--- src/design/gpio_freqcount_defs.svh ---
// Purpose: offsets, field positions, reset values and timing counts
// Assumes: 8-bit register pointer on the serial control port
// Notes:   definitions only
`ifndef GPIO_FREQCOUNT_DEFS_SVH
`define GPIO_FREQCOUNT_DEFS_SVH

`define REG_SCRATCH        8'h19
`define REG_PINCFG         8'h1a
`define REG_FREQ           8'h1b
`define REG_STATUS         8'h1c

`define SCRATCH_RST        8'h01
`define PINCFG_RST         8'h00
`define FREQ_RST           8'h00
`define PINCFG_WMASK       8'hbb

`define PINCFG_GLB_LVL     7
`define PINCFG_GLB_DIR     5
`define PINCFG_GLB_EN      4
`define PINCFG_P9_LVL      3
`define PINCFG_P9_DIR      1
`define PINCFG_P9_EN       0

`define STS_TX_DUAL        5
`define STS_RX_DUAL        4
`define STS_AUD_LOCK       3
`define STS_SIG_DET        1
`define STS_LOCK           0

`define OSC_PERIOD_NS      50
`define CLK_PERIOD_NS      40
`define COUNT_MAX          8'hff

`define TARGET_ADDR        7'h2c

`endif

--- src/design/gpio_freqcount_pkg.sv ---
// Purpose: shared types for the pin, status and frequency count block
// Assumes: constants live in gpio_freqcount_defs.svh
// Notes:   one-hot state codes are written out
package gpio_freqcount_pkg;

  typedef enum logic [8:0] {
    ST_IDLE    = 9'h001,
    ST_ADDR    = 9'h002,
    ST_ACK_ADR = 9'h004,
    ST_PTR     = 9'h008,
    ST_ACK_PTR = 9'h010,
    ST_WR      = 9'h020,
    ST_ACK_WR  = 9'h040,
    ST_RD      = 9'h080,
    ST_RACK    = 9'h100
  } ctl_state_t;

  typedef struct packed {
    ctl_state_t st;
    logic [7:0] sh;
    logic [3:0] cnt;
    logic [7:0] ptr;
    logic       rw;
    logic       sda_drv;
    logic       scl_q;
    logic       sda_q;
    logic [7:0] scratch;
    logic [7:0] pincfg;
    logic       meas_start;
    logic [7:0] meas_interval;
    logic       pin9_lvl;
    logic       pin9_oe_n;
    logic [3:0] oth_lvl;
    logic [3:0] oth_oe_n;
  } top_state_t;

  typedef struct packed {
    logic       active;
    logic [7:0] remaining;
    logic [7:0] count;
    logic [7:0] result;
    logic [5:0] acc;
    logic       pix_q;
  } meas_state_t;

  // returns {oe_n, level} for a {dir, en} pair
  function automatic logic [1:0] pin_drive(input logic [1:0] mode,
                                           input logic       gpio_lvl,
                                           input logic       func_lvl);
    logic [1:0] r;
    r = 2'h2;
    case (mode)
      2'h0:    r = {1'b0, func_lvl};
      2'h1:    r = {1'b0, gpio_lvl};
      2'h2:    r = 2'h2;
      2'h3:    r = 2'h2;
      default: r = 2'h2;
    endcase
    return r;
  endfunction : pin_drive

endpackage : gpio_freqcount_pkg

--- src/design/freq_meas_if.sv ---
// Purpose: carries a measurement request and its result
// Assumes: single clock domain
// Notes:   start is a one-cycle pulse
`timescale 1ns/100ps
interface freq_meas_if;
  logic       start;
  logic [7:0] interval;
  logic [7:0] result;
  logic       busy;
  modport ctrl (output start, output interval, input result, input busy);
  modport meas (input start, input interval, output result, output busy);
endinterface : freq_meas_if

--- src/design/pixel_freq_meter.sv ---
// Purpose: counts pixel clock rising edges over a gated interval
// Assumes: pixel clock below half of ref_clk, sampled directly
// Notes:   result changes at the end of an interval, or clears at once on a start with interval 0
`timescale 1ns/100ps
`include "gpio_freqcount_defs.svh"
module pixel_freq_meter (
  // clock and reset
  input  wire logic ref_clk,
  input  wire logic resetn,
  // pixel clock sample
  input  wire logic pix_clk,
  // request side
  freq_meas_if.meas m
);
  localparam logic [5:0] OSC_NS = 6'(`OSC_PERIOD_NS);
  localparam logic [5:0] CLK_NS = 6'(`CLK_PERIOD_NS);

  gpio_freqcount_pkg::meas_state_t s_r, s_nxt;

  always_comb begin
    logic [6:0] acc_sum;
    logic       tick;
    acc_sum = 7'(s_r.acc) + 7'(CLK_NS);
    tick    = 1'b0;
    s_nxt   = s_r;
    s_nxt.pix_q = pix_clk;
    // fractional divider: average tick spacing equals one oscillator period
    if (acc_sum >= 7'(OSC_NS)) begin
      tick      = 1'b1;
      s_nxt.acc = 6'(acc_sum - 7'(OSC_NS));
    end else begin
      s_nxt.acc = acc_sum[5:0];
    end
    if (s_r.active) begin
      if (pix_clk && !s_r.pix_q && s_r.count != `COUNT_MAX) begin
        s_nxt.count = s_r.count + 8'h01;
      end
      if (tick) begin
        s_nxt.remaining = s_r.remaining - 8'h01;
        if (s_r.remaining == 8'h01) begin
          s_nxt.active = 1'b0;
          s_nxt.result = s_nxt.count;
        end
      end
    end
    if (m.start) begin
      s_nxt.count     = 8'h00;
      s_nxt.remaining = m.interval;
      s_nxt.active    = (m.interval != 8'h00);
      s_nxt.acc       = 6'h00;
      if (m.interval == 8'h00) begin
        s_nxt.result = 8'h00;
      end
    end
  end

  always_ff @(posedge ref_clk or negedge resetn) begin
    if (!resetn) begin
      s_r <= '{active: 1'b0, remaining: 8'h00, count: 8'h00,
               result: `FREQ_RST, acc: 6'h00, pix_q: 1'b0};
    end else begin
      s_r <= s_nxt;
    end
  end

  assign m.result = s_r.result;
  assign m.busy   = s_r.active;
endmodule : pixel_freq_meter

--- src/design/gpio_freqcount_status_regs.sv ---
// Purpose: scratch, pin configuration, frequency count and link status registers
// Assumes: control port is a two-wire serial target, inputs synchronous to ref_clk
// Notes:   pins 0..3 take the global pair only when their own config is idle
`timescale 1ns/100ps
`include "gpio_freqcount_defs.svh"

// Notes on behaviour
// - 0x19 is a free read/write byte, reset 0x01, no side effects.
// - global level bit 7 drives non-GPIO pins when global pair forces output.
// - global {dir,en}: 00 functional, 10 tri-state, 01 forced out, 11 forced in.
// - a pin's own {dir,en} pair wins over the global pair.
// - pin 9 outputs its level bit when GPIO, output, remote control off.
// - pin 9 {dir,en}: 00 follows the global pair, 10 tri-state, 01 GPIO out, 11 GPIO in with remote control off.
// - each write to 0x1b starts a new pixel clock edge count.
// - interval is written value times the 50 ns oscillator period.
// - reading 0x1b returns the count of the last interval, not the write.
// - count saturates at 0xff instead of wrapping.
// - status bit 5 shows transmit dual-link mode.
// - status bit 4 shows receive dual-link mode.
// - status bit 3 shows audio clock PLL locked.
// - status bit 1 shows serial input signal detected.
// - status bit 0 shows lock; in dual-link both channels must lock.
module gpio_freqcount_status_regs #(
  parameter logic [6:0] TARGET_ADDR = `TARGET_ADDR  // arbitrary value
) (
  // clock and reset
  input  wire logic       ref_clk,
  input  wire logic       resetn,
  // serial control port
  input  wire logic       scl,
  input  wire logic       sda_i,
  output logic            sda_o,
  output logic            sda_oe_n,
  // pixel clock sample
  input  wire logic       pix_clk,
  // link status sources
  input  wire logic       transmit_two_link_flag,
  input  wire logic       receive_two_link_flag,
  input  wire logic       audio_pll_locked,
  input  wire logic       serial_signal_detect,
  input  wire logic       rx_lock_ch0,
  input  wire logic       rx_lock_ch1,
  // pin 9
  input  wire logic       pin_nine_remote_en,
  input  wire logic       pin_nine_remote_level,
  input  wire logic       pin_nine_func_level,
  output logic            pin_nine_level,
  output logic            pin_nine_oe_n,
  // pins 0..3 under global control
  input  wire logic [3:0] other_pin_own_active,
  input  wire logic [3:0] other_pin_func_level,
  output logic      [3:0] other_pin_level,
  output logic      [3:0] other_pin_oe_n
);

  gpio_freqcount_pkg::top_state_t s_r, s_nxt;
  freq_meas_if fm ();

  pixel_freq_meter u_meter (
    .ref_clk (ref_clk),
    .resetn  (resetn),
    .pix_clk (pix_clk),
    .m       (fm.meas)
  );

  // register read view
  logic [7:0] status_byte;
  logic       lock_bit;

  always_comb begin
    // dual-link lock needs both channels
    lock_bit = receive_two_link_flag ? (rx_lock_ch0 && rx_lock_ch1)
                                     : rx_lock_ch0;
    status_byte = 8'h00;
    status_byte[`STS_TX_DUAL]  = transmit_two_link_flag;
    status_byte[`STS_RX_DUAL]  = receive_two_link_flag;
    status_byte[`STS_AUD_LOCK] = audio_pll_locked;
    status_byte[`STS_SIG_DET]  = serial_signal_detect;
    status_byte[`STS_LOCK]     = lock_bit;
  end

  function automatic logic [7:0] reg_read(input logic [7:0] a,
                                          input logic [7:0] scr,
                                          input logic [7:0] cfg,
                                          input logic [7:0] cnt,
                                          input logic [7:0] sts);
    logic [7:0] d;
    d = 8'h00;
    case (a)
      `REG_SCRATCH: d = scr;
      `REG_PINCFG:  d = cfg & `PINCFG_WMASK;
      `REG_FREQ:    d = cnt;
      `REG_STATUS:  d = sts;
      default:      d = 8'h00;
    endcase
    return d;
  endfunction : reg_read

  logic scl_rise;
  logic scl_fall;
  logic start_cond;
  logic stop_cond;

  assign scl_rise   = scl && !s_r.scl_q;
  assign scl_fall   = !scl && s_r.scl_q;
  assign start_cond = scl && s_r.scl_q && s_r.sda_q && !sda_i;
  assign stop_cond  = scl && s_r.scl_q && !s_r.sda_q && sda_i;

  always_comb begin
    logic [7:0] rd;
    logic [1:0] glb_mode;
    logic [1:0] p9_mode;
    logic [1:0] drv;
    logic       p9_gpio_lvl;
    rd          = 8'h00;
    glb_mode    = 2'h0;
    p9_mode     = 2'h0;
    drv         = 2'h2;
    p9_gpio_lvl = 1'b0;
    s_nxt       = s_r;
    s_nxt.scl_q      = scl;
    s_nxt.sda_q      = sda_i;
    s_nxt.meas_start = 1'b0;

    // serial control target
    if (start_cond) begin
      s_nxt.st      = gpio_freqcount_pkg::ST_ADDR;
      s_nxt.cnt     = 4'h0;
      s_nxt.sda_drv = 1'b0;
    end else if (stop_cond) begin
      s_nxt.st      = gpio_freqcount_pkg::ST_IDLE;
      s_nxt.sda_drv = 1'b0;
    end else if (scl_rise) begin
      case (s_r.st)
        gpio_freqcount_pkg::ST_ADDR,
        gpio_freqcount_pkg::ST_PTR,
        gpio_freqcount_pkg::ST_WR: begin
          s_nxt.sh  = {s_r.sh[6:0], sda_i};
          s_nxt.cnt = s_r.cnt + 4'h1;
        end
        gpio_freqcount_pkg::ST_RD: begin
          s_nxt.cnt = s_r.cnt + 4'h1;
        end
        gpio_freqcount_pkg::ST_RACK: begin
          // controller not acknowledging ends the read burst
          s_nxt.rw = !sda_i;
        end
        default: begin
          s_nxt.cnt = s_r.cnt;
        end
      endcase
    end else if (scl_fall) begin
      case (s_r.st)
        gpio_freqcount_pkg::ST_ADDR: begin
          if (s_r.cnt == 4'h8) begin
            if (s_r.sh[7:1] == TARGET_ADDR) begin
              s_nxt.st      = gpio_freqcount_pkg::ST_ACK_ADR;
              s_nxt.rw      = s_r.sh[0];
              s_nxt.sda_drv = 1'b1;
            end else begin
              s_nxt.st = gpio_freqcount_pkg::ST_IDLE;
            end
          end
        end
        gpio_freqcount_pkg::ST_ACK_ADR,
        gpio_freqcount_pkg::ST_RACK: begin
          if (s_r.st == gpio_freqcount_pkg::ST_ACK_ADR && !s_r.rw) begin
            s_nxt.st      = gpio_freqcount_pkg::ST_PTR;
            s_nxt.cnt     = 4'h0;
            s_nxt.sda_drv = 1'b0;
          end else if (s_r.st == gpio_freqcount_pkg::ST_RACK && !s_r.rw) begin
            s_nxt.st      = gpio_freqcount_pkg::ST_IDLE;
            s_nxt.sda_drv = 1'b0;
          end else begin
            // whole byte taken at once, so a count update never splits it
            rd = reg_read(s_r.ptr, s_r.scratch, s_r.pincfg, fm.result,
                          status_byte);
            s_nxt.sh      = {rd[6:0], 1'b0};
            s_nxt.sda_drv = !rd[7];
            s_nxt.ptr     = s_r.ptr + 8'h01;
            s_nxt.cnt     = 4'h0;
            s_nxt.st      = gpio_freqcount_pkg::ST_RD;
          end
        end
        gpio_freqcount_pkg::ST_PTR: begin
          if (s_r.cnt == 4'h8) begin
            s_nxt.ptr     = s_r.sh;
            s_nxt.sda_drv = 1'b1;
            s_nxt.st      = gpio_freqcount_pkg::ST_ACK_PTR;
          end
        end
        gpio_freqcount_pkg::ST_ACK_PTR,
        gpio_freqcount_pkg::ST_ACK_WR: begin
          s_nxt.sda_drv = 1'b0;
          s_nxt.cnt     = 4'h0;
          s_nxt.st      = gpio_freqcount_pkg::ST_WR;
        end
        gpio_freqcount_pkg::ST_WR: begin
          if (s_r.cnt == 4'h8) begin
            case (s_r.ptr)
              `REG_SCRATCH: s_nxt.scratch = s_r.sh;
              `REG_PINCFG:  s_nxt.pincfg  = s_r.sh & `PINCFG_WMASK;
              `REG_FREQ: begin
                s_nxt.meas_start    = 1'b1;
                s_nxt.meas_interval = s_r.sh;
              end
              default: s_nxt.meas_start = 1'b0;
            endcase
            s_nxt.ptr     = s_r.ptr + 8'h01;
            s_nxt.sda_drv = 1'b1;
            s_nxt.st      = gpio_freqcount_pkg::ST_ACK_WR;
          end
        end
        gpio_freqcount_pkg::ST_RD: begin
          if (s_r.cnt == 4'h8) begin
            s_nxt.sda_drv = 1'b0;
            s_nxt.st      = gpio_freqcount_pkg::ST_RACK;
          end else begin
            s_nxt.sda_drv = !s_r.sh[7];
            s_nxt.sh      = {s_r.sh[6:0], 1'b0};
          end
        end
        default: begin
          s_nxt.sda_drv = 1'b0;
        end
      endcase
    end

    // pin drive
    glb_mode = {s_r.pincfg[`PINCFG_GLB_DIR], s_r.pincfg[`PINCFG_GLB_EN]};
    p9_mode  = {s_r.pincfg[`PINCFG_P9_DIR], s_r.pincfg[`PINCFG_P9_EN]};
    // with the pin 9 enable bit set, remote control makes the pin an output carrying the far value
    p9_gpio_lvl = pin_nine_remote_en ? pin_nine_remote_level
                                     : s_r.pincfg[`PINCFG_P9_LVL];
    if (p9_mode != 2'h0) begin
      if (s_r.pincfg[`PINCFG_P9_EN] && pin_nine_remote_en) begin
        drv = {1'b0, pin_nine_remote_level};
      end else begin
        drv = gpio_freqcount_pkg::pin_drive(p9_mode, p9_gpio_lvl,
                                            pin_nine_func_level);
      end
    end else begin
      drv = gpio_freqcount_pkg::pin_drive(glb_mode, s_r.pincfg[`PINCFG_GLB_LVL],
                                          pin_nine_func_level);
    end
    s_nxt.pin9_oe_n = drv[1];
    s_nxt.pin9_lvl  = drv[0];
    for (int i = 0; i < 4; i++) begin
      if (other_pin_own_active[i]) begin
        // own config wins; pin logic outside takes over
        drv = 2'h2;
      end else begin
        drv = gpio_freqcount_pkg::pin_drive(glb_mode, s_r.pincfg[`PINCFG_GLB_LVL],
                                            other_pin_func_level[i]);
      end
      s_nxt.oth_oe_n[i] = drv[1];
      s_nxt.oth_lvl[i]  = drv[0];
    end
  end

  always_ff @(posedge ref_clk or negedge resetn) begin
    if (!resetn) begin
      s_r <= '{st: gpio_freqcount_pkg::ST_IDLE, sh: 8'h00, cnt: 4'h0,
               ptr: 8'h00, rw: 1'b0, sda_drv: 1'b0, scl_q: 1'b1, sda_q: 1'b1,
               scratch: `SCRATCH_RST, pincfg: `PINCFG_RST, meas_start: 1'b0,
               meas_interval: 8'h00, pin9_lvl: 1'b0, pin9_oe_n: 1'b1,
               oth_lvl: 4'h0, oth_oe_n: 4'hf};
    end else begin
      s_r <= s_nxt;
    end
  end

  assign fm.start    = s_r.meas_start;
  assign fm.interval = s_r.meas_interval;

  // open drain: only ever pulls low
  assign sda_o    = 1'b0;
  assign sda_oe_n = !s_r.sda_drv;

  assign pin_nine_level  = s_r.pin9_lvl;
  assign pin_nine_oe_n   = s_r.pin9_oe_n;
  assign other_pin_level = s_r.oth_lvl;
  assign other_pin_oe_n  = s_r.oth_oe_n;
endmodule : gpio_freqcount_status_regs

--- config.mk ---
export PLATFORM = sky130hd
export DESIGN_NAME = gpio_freqcount_status_regs
export DESIGN_NICKNAME = d
export VERILOG_FILES = /design/src/design/gpio_freqcount_pkg.sv /design/src/design/freq_meas_if.sv /design/src/design/pixel_freq_meter.sv /design/src/design/gpio_freqcount_status_regs.sv
export VERILOG_INCLUDE_DIRS = /design/src /design/src/design
export SDC_FILE = /design/constraint.sdc
export NUM_CORES = 1
export LEC_CHECK = 0
export BUFFER_PORTS_ARGS = -buffer_cell sky130_fd_sc_hd__buf_2
export CAP_MARGIN = 30
export CORE_ASPECT_RATIO = 0.9
export CORE_MARGIN = 2
export CORE_UTILIZATION = 35
export CTS_CLUSTER_SIZE = 30
export DETAILED_ROUTE_END_ITERATION = 8
export GPL_TIMING_DRIVEN = 0
export MAX_ROUTING_LAYER = met4
export SETUP_SLACK_MARGIN = 0.2
export SKIP_LAST_GASP = 1
export SLEW_MARGIN = 20
export SYNTH_ARGS = -nofsm -noshare
export SYNTH_HDL_FRONTEND = slang
export SYNTH_SLANG_ARGS = --single-unit
export TNS_END_PERCENT = 30
--- constraint.sdc ---
create_clock -name ref_clk -period 2.9 [get_ports ref_clk]
set_input_delay 0.58 -clock ref_clk [delete_from_list [all_inputs] [get_ports ref_clk]]
set_output_delay 0.58 -clock ref_clk [all_outputs]
set_load 0.02 [all_outputs]
==> flow_metrics.py, run 1 <==
metrics = {
    "cts": {
        "cts_buffers": 9,
        "clock_sinks": 97,
        "path_clk_slew_ns": 0.08,
        "cts-root-buf": "clkbuf_16",
        "cts_tree": "done",
        "clockBufferDepth": 2,
        "clk-insertion-delay-late_ns": 0.36,
        "cts_setup_buffers": 0,
        "htreeDepth": 3,
    },
    "final_layout": {
        "drive_gt1_share_pct": 18.5,
        "design_area_sq_um": 6380,
        "synthToLayoutAreaGrowth_pct": 13.9,
        "n_antenna_cell": 0,
        "mostFrequentLayoutCells": "88 x dfrtp_1, 42 x nor2_1, 39 x nand2_1, 34 x buf_2, 32 x nand3_1",
        "layout.cells.non_filler": 835,
        "finish.net_count": 666,
        "mostFrequentLayoutCell": "dfrtp_1",
        "fillers": 1520,
    },
    "sta": {
        "worst_pin_slew_ns": 0.830,
        "post-route-period-util_pct": 89.5,
        "maxClockFrequency_ghz": 0.385,
        "rsz0062_at_grt": "true",
        "drv_slew": 0,
        "setup_viol": 0,
        "slew_headroom_pct": 44.2,
        "finalCriticalPeriod_ns": 2.60,
        "whs_ns": 0.113,
        "skew_ns": 0.0115,
        "hold_violations": 0,
    },
    "setup_path": {
        "worstSetupStartpointType": "flop",
        "cp-end-kind": "flop",
        "r2r-end": "s_r[61]$_DFFE_PN0P_",
        "crit_required_ns": 3.17,
        "r2r-start": "s_r[64]$_DFFE_PN0P_",
        "crit_type": "reg2reg",
        "r2r_slack_ns": 0.30,
        "arrival_ns": 2.87,
        "reg2regPathDepth": 7,
        "crit_fanout": 10,
    },
    "place": {
        "io_buffers": 32,
        "dpl.cell_count": 819,
        "dpl_cell_area_sq_um": 6050,
        "hpwlAfterDp_microns": 9810,
        "gp_congestion": 0.930,
    },
    "grt": {
        "antenna_found_initial": 0,
        "gr-total-overflow": 0,
        "use_met2_pct": 26.0,
        "grt_busiest_layer": "met2",
        "grtUsageMet3_pct": 2.44,
        "grt_start_max_net_pins": 59,
        "grtUsageTotal_pct": 17.3,
        "grt_use_met1_pct": 23.6,
        "grt_pass1_wl_microns": 22700,
        "grt_pass1_vias": 4547,
    },
    "yosys": {
        "ys_seq_area_share_pct": 43.5,
        "synth_edf_count": 0,
        "synth_area_leader_cell": "dfrtp_1",
        "synthFlopType": "dfrtp_1",
        "syn_inst": 584,
        "synth-seq-cells": 97,
        "yosys_warnings": 0,
        "synthesis.nets": 622,
        "netlist_area_sq_um": 5600,
        "ys_types": 73,
        "synthTopCellsByArea": "dfrtp_1 39%, mux2_2 4.4%, dfstp_2 4.2%",
        "async_flop_share_pct": 100,
        "synth.avg_cell_area_sq_um": 9.59,
        "synth_top_cell_area_share_pct": 39.3,
    },
    "drt": {
        "wl_per_cell_microns": 16.2,
        "drt_first_pass_iters": 5,
        "drc": 0,
        "drtAntennaViolNets": 0,
        "avgViaCountPerCell": 5.57,
        "drt_iter0_markers": 409,
        "wirelength_microns": 13600,
        "vias": 4650,
    },
    "die": {
        "num_io_pins": 34,
        "die_w_microns": 137,
        "start_util_pct": 36.0,
        "rows": 43,
        "coreArea_sq_um": 15500,
        "dieArea_sq_um": 17000,
        "die_h_microns": 124,
    },
    "power_and_ir_drop": {
        "powerDensity_nw_per_um2": 486,
        "ir_worst_vdd_v": 0.000235,
        "swShare_pct": 29.7,
        "p_int_mw": 2.18,
        "p_comb_share_pct": 12.6,
        "seq_power_share_pct": 47.6,
        "p_clk_share_pct": 39.7,
        "leakagePower_nw": 2.70,
        "switchingPower_mw": 0.920,
    },
    "run": {
        "cap_violations": 0,
    },
    "run_status": {
        "status": "finished clean",
    },
    "worst_hold_path": {
        "hp-class": "in2async",
    },
}
flip-flops by register name, indices dropped and copies added (netlist names):
signal	count
other_pin_level	4
fm.interval	8
u_meter.m.busy	1
pin_nine_level	1
s_r	47
other_pin_oe_n	4
pin_nine_oe_n	1
fm.start	1
u_meter.m.result	8
u_meter.s_r	22
synthesized netlist by cell type, drive strengths merged (3+ instances only):
master   instances
clkbuf          23
a31oi            6
o21ai           32
xnor2           11
nand4b           3
nand4           14
a21oi           22
o2111ai          6
dfrtp           88
a22oi            5
a2bb2oi          7
and2             4
nand3           32
or3              5
a211oi          13
a21o             7
mux2            24
mux2i            4
a211o            4
dfstp            9
o31ai            8
buf             15
or2              7
o211ai           5
a222oi           6
xor2            18
nor2b            6
nand2           39
or4              3
nor2            42
nand2b           6
and3             7
nor3            16
ha              16
nor4             7
inv             29
critical path, stage by stage (launching register included):
cell      delay, ns
dfrtp_1        0.36
buf_2          0.18
or4_4          0.58
nor3_2         0.33
o211ai_1       0.32
clkbuf_1       0.31
nand4b_1       0.26
a21oi_1        0.18
area by class of cell:
type / instances / area [sq um] / share of cell area [%]
multi-input cells: 420 / 2890 / 45.2
flip-flops and latches: 97 / 2440 / 38.2
well taps: 202 / 253 / 3.96
clock buffers: 9 / 225 / 3.53
repair buffers: 33 / 194 / 3.04
plain buffers: 38 / 190 / 2.98
inverters: 29 / 109 / 1.71
clock inverters: 7 / 86.3 / 1.35
worst max path at each step:
stage                     cells after the start  slack (ns)                      from                       endpoint
final                                         7        0.30       s_r[64]$_DFFE_PN0P_            s_r[61]$_DFFE_PN0P_
after global routing                          8        0.14  u_meter.s_r[4]$_DFF_PN0_  u_meter.m.result[2]$_DFF_PN0_
after CTS                                     8        0.20         s_r[36]$_DFF_PN1_     fm.interval[3]$_DFFE_PN0P_
after detailed placement                      9       -0.13                       scl            s_r[30]$_DFFE_PN0P_
after global placement                        9       -0.15                       scl     fm.interval[3]$_DFFE_PN0P_
after floorplan                               8        0.64                       scl     fm.interval[3]$_DFFE_PN0P_
per-layer routing:
layer | wire, microns | share of wire, %
met5 | 0 | 0
met4 | 257 | 1.9
met3 | 780 | 5.8
met2 | 5980 | 44
met1 | 6530 | 48
power groups by stage:
stage	logic, mW	clock network [mW]	registers [mW]
after floorplan	0.253	0	1.47
after global placement	0.375	0	1.50
after detailed placement	0.387	0	1.50
after CTS	0.390	1.27	1.47
after global routing	0.436	1.33	1.48
final	0.392	1.23	1.48
cell families (layout without fill, tap and decap cells):
family / Yosys count / count (layout) / synth area share (%)
adder cells (fa/ha/maj): 16 / 16 / 3.57
buffers and inverters: 67 / 116 / 5.29
XOR/XNOR: 29 / 29 / 4.53
AND/OR/NAND/NOR: 203 / 203 / 19.4
multiplexers: 28 / 28 / 5.54
flip-flops: 97 / 97 / 43.5
AO/OA/AOI/OAI: 143 / 143 / 18.1
other: 1 / 1 / 0.0669
metrics by stage:
step                total power [mW]  setup slack, ns  util, %  setup TNS, ns
floorplan                       1.73            0.642        -              0
global placement                1.87           -0.150     38.7          -1.93
detailed placement              1.89           -0.134     38.9          -1.62
CTS                             3.13            0.197     41.0              0
global route                    3.24            0.140     41.0              0
finish                          3.10            0.304     41.0              0
repair_timing:
item / 4_1_cts / 5_1_grt
endpoints found under the setup margin: 16 / 33
hold buffers: 0 / 0
gates resized for setup: 2 / 4
gates cloned: 0 / 0
(Power assumes the default switching activity.)
==> run 2, diff against run 1 <==
- CORE_ASPECT_RATIO: 0.9 -> not set
==> flow_metrics.py, run 2 (synthesized netlist as in run 1, its figures left out) <==
metrics = {
    "drt": {
        "wirelength_microns": 13900,
        "wl_per_cell_microns": 16.4,
        "drt_first_pass_iters": 5,
        "drtAntennaViolNets": 0,
        "vias": 4660,
        "avgViaCountPerCell": 5.49,
        "drt_iter0_markers": 483,
        "drc": 0,
    },
    "final_layout": {
        "mostFrequentLayoutCell": "dfrtp_1",
        "synthToLayoutAreaGrowth_pct": 13.9,
        "finish.net_count": 666,
        "largest_reg_flops": 47,
        "layout.cells.non_filler": 849,
        "top_register": "s_r",
        "design_area_sq_um": 6380,
        "n_antenna_cell": 0,
        "mostFrequentLayoutCells": "88 x dfrtp_1, 42 x nor2_1, 37 x nand2_1, 34 x buf_2, 32 x nand3_1",
        "fillers": 1571,
        "top_regs": "s_r: 47 flops, u_meter.s_r: 22 flops",
        "post-route-util_pct": 40.5,
        "drive_gt1_share_pct": 18.3,
    },
    "cts": {
        "path_clk_slew_ns": 0.06,
        "ctsHoldBuffers": 0,
        "clock_sinks": 97,
        "clk-insertion-delay-late_ns": 0.35,
        "cts-root-buf": "clkbuf_16",
        "cts_setup_buffers": 0,
        "cts_tree": "done",
        "cts_buffers": 9,
        "htreeDepth": 3,
        "clockBufferDepth": 2,
    },
    "setup_path": {
        "cp-end-kind": "flop",
        "worstSetupStartpointType": "flop",
        "crit_type": "reg2reg",
        "arrival_ns": 2.96,
        "crit_required_ns": 3.17,
        "crit_fanout": 10,
    },
    "power_and_ir_drop": {
        "seq_power_share_pct": 48.0,
        "design_power_total_mw": 3.07,
        "switchingPower_mw": 0.844,
        "swShare_pct": 27.5,
        "ir_worst_vdd_v": 0.000294,
        "p_comb_share_pct": 12.7,
        "powerDensity_nw_per_um2": 481,
        "p_int_mw": 2.23,
        "leakagePower_nw": 2.70,
        "p_clk_share_pct": 39.3,
    },
    "place": {
        "hpwlAfterDp_microns": 10200,
        "dpl.cell_count": 833,
        "dpl_cell_area_sq_um": 6070,
        "gp_congestion": 0.896,
        "io_buffers": 32,
        "dp_worst_setup_slack_ns": -0.150,
    },
    "sta": {
        "worst_pin_slew_ns": 0.878,
        "hold_violations": 0,
        "drv_slew": 0,
        "setup_viol": 0,
        "whs_ns": 0.0737,
        "rsz0062_at_grt": "true",
        "maxClockFrequency_ghz": 0.371,
        "skew_ns": 0.00847,
        "slew_headroom_pct": 40.7,
        "setup_slack_ns": 0.208,
        "finalCriticalPeriod_ns": 2.69,
        "tns_ns": 0,
        "post-route-period-util_pct": 92.8,
    },
    "worst_hold_path": {
        "hp-class": "in2async",
    },
    "grt": {
        "gr-total-overflow": 0,
        "grt_start_max_net_pins": 78,
        "grt_pass1_wl_microns": 22900,
        "grtUsageTotal_pct": 17.6,
        "grt_pass1_vias": 4545,
        "antenna_found_initial": 0,
    },
    "die": {
        "dieArea_sq_um": 17000,
        "die_w_microns": 131,
        "rows": 46,
        "start_util_pct": 35.5,
        "coreArea_sq_um": 15800,
        "num_io_pins": 34,
        "die_h_microns": 131,
    },
    "run": {
        "cap_violations": 0,
    },
    "run_status": {
        "status": "finished clean",
    },
}
## run 2: changes by cell type in the layout (fill, tap and decap cells not counted), sizes merged
cell    delta
bufinv     +1
inv        -4
clkinv     +2
clkbuf     +1
## run 2: routing by layer
metal / up-vias / GRT usage, % / wire, microns
met2: 115 / 27.8 / 6620
met3: 28 / 2.16 / 472
met4: 0 / 7.51 / 340
met1: 2279 / 23.0 / 6460
met5: - / - / 0
li1: 2238 / - / -
## run 2: power by group through the flow
| stage | Clock, mW | Combinational (mW) | Sequential (mW) |
|---|---|---|---|
| 3_5_place_dp | 0 | 0.386 | 1.50 |
| 5_1_grt | 1.29 | 0.431 | 1.48 |
| 2_1_floorplan | 0 | 0.253 | 1.47 |
| 4_1_cts | 1.23 | 0.388 | 1.47 |
| 3_3_place_gp | 0 | 0.373 | 1.49 |
| 6_report | 1.21 | 0.391 | 1.47 |
## run 2: worst max-delay path, stage by stage, from the launching register on
cell and delay (ns):
dfrtp_1 0.35, buf_2 0.18, or4_4 0.58, nor3_2 0.38, o211ai_1 0.35, clkbuf_1 0.32, nand4b_1 0.27, a21oi_1 0.19
## run 2: what timing repair did
action,CTS,global route
gates resized for setup,1,5
endpoints found under the setup margin,22,33
gates cloned,0,0
## run 2: cell type report
cell class | count | area, sq um | share of cell area, %
Sequential cell | 97 | 2440 | 38.2
Clock inverter | 6 | 66.3 | 1.04
Buffer | 38 | 189 | 2.96
Tap cell | 216 | 270 | 4.23
Timing Repair Buffer | 33 | 194 | 3.04
Inverter | 29 | 109 | 1.71
Multi-Input combinational cell | 420 | 2890 | 45.2
Clock buffer | 10 | 229 | 3.59
## run 2: path summary, 6_finish.rpt
kind                                                 start                          end  slack [ns]  depth (start not counted)
worst min-delay path                                resetn     u_meter.s_r[0]$_DFF_PN0_        0.07                          1
worst min register to register  u_meter.s_r[2]$_DFFE_PN0N_   u_meter.s_r[2]$_DFFE_PN0N_        0.51                          1
worst max-delay path                   s_r[64]$_DFFE_PN0P_          s_r[61]$_DFFE_PN0P_        0.21                          7
worst max register to register         s_r[64]$_DFFE_PN0P_          s_r[61]$_DFFE_PN0P_        0.21                          7
min in group ref_clk                                 sda_i            s_r[35]$_DFF_PN1_        0.34                          1
max in group asynchronous                           resetn  other_pin_oe_n[3]$_DFF_PN1_        2.16                          2
==> run 3, diff against run 2 <==
- RECOVER_POWER: not set -> 100
==> flow_metrics.py, run 3 (synthesized netlist as in run 1, its figures left out) <==
metrics = {
    "final_layout": {
        "finish.net_count": 666,
        "mostFrequentLayoutCells": "88 x dfrtp_1, 42 x nor2_1, 39 x clkbuf_1, 37 x nand2_1",
        "n_antenna_cell": 0,
        "design_area_sq_um": 6340,
        "post-route-util_pct": 40.2,
        "top_register": "s_r",
        "mostFrequentLayoutCell": "dfrtp_1",
        "top_regs": "s_r: 47 flops, u_meter.s_r: 22 flops",
        "drive_gt1_share_pct": 15.6,
        "largest_reg_flops": 47,
        "synthToLayoutAreaGrowth_pct": 13.1,
        "layout.cells.non_filler": 849,
    },
    "power_and_ir_drop": {
        "leakagePower_nw": 2.65,
        "ir_worst_vdd_v": 0.000293,
        "design_power_total_mw": 3.06,
        "powerDensity_nw_per_um2": 483,
    },
    "drt": {
        "drtAntennaViolNets": 0,
        "drt_iter0_markers": 489,
        "wl_met1_microns": 6520,
        "top_layer": "met4",
        "wl_per_cell_microns": 16.4,
        "drc": 0,
        "wirelength_microns": 14000,
        "wl_met3_microns": 459,
        "drt_first_pass_iters": 4,
        "route.met2.wl_microns": 6680,
        "vias": 4677,
        "avgViaCountPerCell": 5.51,
    },
    "die": {
        "start_util_pct": 35.5,
        "rows": 46,
        "coreArea_sq_um": 15800,
        "num_io_pins": 34,
        "dieArea_sq_um": 17000,
        "die_h_microns": 131,
        "die_w_microns": 131,
    },
    "place": {
        "io_buffers": 32,
        "hpwlAfterDp_microns": 10200,
        "dpl_cell_area_sq_um": 6070,
        "dpl.cell_count": 833,
        "gp_congestion": 0.896,
    },
    "grt": {
        "grtUsageTotal_pct": 17.6,
        "gr-total-overflow": 0,
        "antenna_found_initial": 0,
        "grt_pass1_wl_microns": 22900,
        "grt_start_max_net_pins": 78,
        "grt_pass1_vias": 4545,
    },
    "sta": {
        "skew_ns": 0.00854,
        "worst_pin_slew_ns": 1.21,
        "maxClockFrequency_ghz": 0.376,
        "drv_slew": 0,
        "finalCriticalPeriod_ns": 2.66,
        "rsz0062_at_grt": "true",
        "post-route-period-util_pct": 91.6,
        "tns_ns": 0,
        "slew_headroom_pct": 19.5,
        "setup_viol": 0,
        "hold_violations": 0,
    },
    "setup_path": {
        "cp_slowest_stage_delay_ns": 0.58,
        "arrival_ns": 2.93,
        "crit_family": "simple AND/OR/NAND/NOR gates",
        "crit_start": "s_r[64]$_DFFE_PN0P_",
        "crit_buf_inv": 2,
        "crit_fanout": 10,
        "crit_type": "reg2reg",
        "cp-end-kind": "flop",
        "r2r-start": "s_r[64]$_DFFE_PN0P_",
        "worstSetupStartpointType": "flop",
        "crit_chain": "buf_2 > or4_4 > nor3_2 > o211ai_1 > clkbuf_1 > nand4b_1 > a21oi_1",
        "crit_required_ns": 3.17,
        "cp_slowest_cell": "or4_4",
    },
    "cts": {
        "clock_sinks": 97,
        "ctsHoldBuffers": 0,
        "cts_tree": "done",
        "cts_buffers": 9,
        "htreeDepth": 3,
        "cts-root-buf": "clkbuf_16",
        "path_clk_slew_ns": 0.06,
        "clockBufferDepth": 2,
        "clk-insertion-delay-late_ns": 0.35,
    },
    "worst_hold_path": {
        "hp-class": "in2reg",
        "min-delay-start": "sda_i",
    },
    "run": {
        "cap_violations": 0,
    },
    "run_status": {
        "status": "finished clean",
    },
}
-- run 3: path summary, 6_finish.rpt --
| path | endpoint | slack, ns | depth (start not counted) |
|---|---|---|---|
| setup / recovery | s_r[61]$_DFFE_PN0P_ | 0.24 | 7 |
| hold / removal | s_r[35]$_DFF_PN1_ | 0.32 | 1 |
| setup reg to reg | s_r[61]$_DFFE_PN0P_ | 0.24 | 7 |
| hold reg to reg | u_meter.s_r[2]$_DFFE_PN0N_ | 0.51 | 1 |
| max in group asynchronous | s_r[66]$_DFFE_PN0P_ | 0.69 | 2 |
| min in group asynchronous | u_meter.s_r[0]$_DFF_PN0_ | 0.46 | 1 |
-- run 3: where the power goes --
part	leakage [nW]	switching [mW]	internal, mW
clock	0.147	0.534	0.672
combinational	1.25	0.248	0.134
sequential	1.25	0.0620	1.41
-- run 3: worst register-to-register path: cells and delay by family, from the launching register on --
family / cells / cell delay (ns)
flip-flops: 1 / 0.35
AO/OA/AOI/OAI: 2 / 0.52
buffers and inverters: 2 / 0.50
AND/OR/NAND/NOR: 3 / 1.21
-- run 3: layer usage --
layer | GRT usage, % | vias to the layer above
li1 | - | 2235
met3 | 2.16 | 26
met4 | 7.51 | 0
met2 | 27.8 | 118
met5 | - | -
met1 | 23.0 | 2298
-- run 3: area by class of cell --
type	count	area, sq um
flip-flops and latches	97	2440
plain buffers	38	188
well taps	216	270
inverters	29	109
repair buffers	33	149
clock buffers	10	229
multi-input cells	420	2890
clock inverters	6	66.3
fillers	1586	9430
-- run 3: per-stage QoR --
step                      hold WS [ns]  setup WS, ns
final                            0.319         0.243
after CTS                       0.0707         0.187
after floorplan                  0.284         0.642
after global placement           0.475        -0.150
after global routing             0.320        0.0785
after detailed placement         0.450        -0.150
-- run 3: repair_timing --
action                                  4_1_cts  5_1_grt
endpoints found under the setup margin       22       33
resized for setup                             1        5
buffers inserted                              0        0
pin swaps                                     0        0
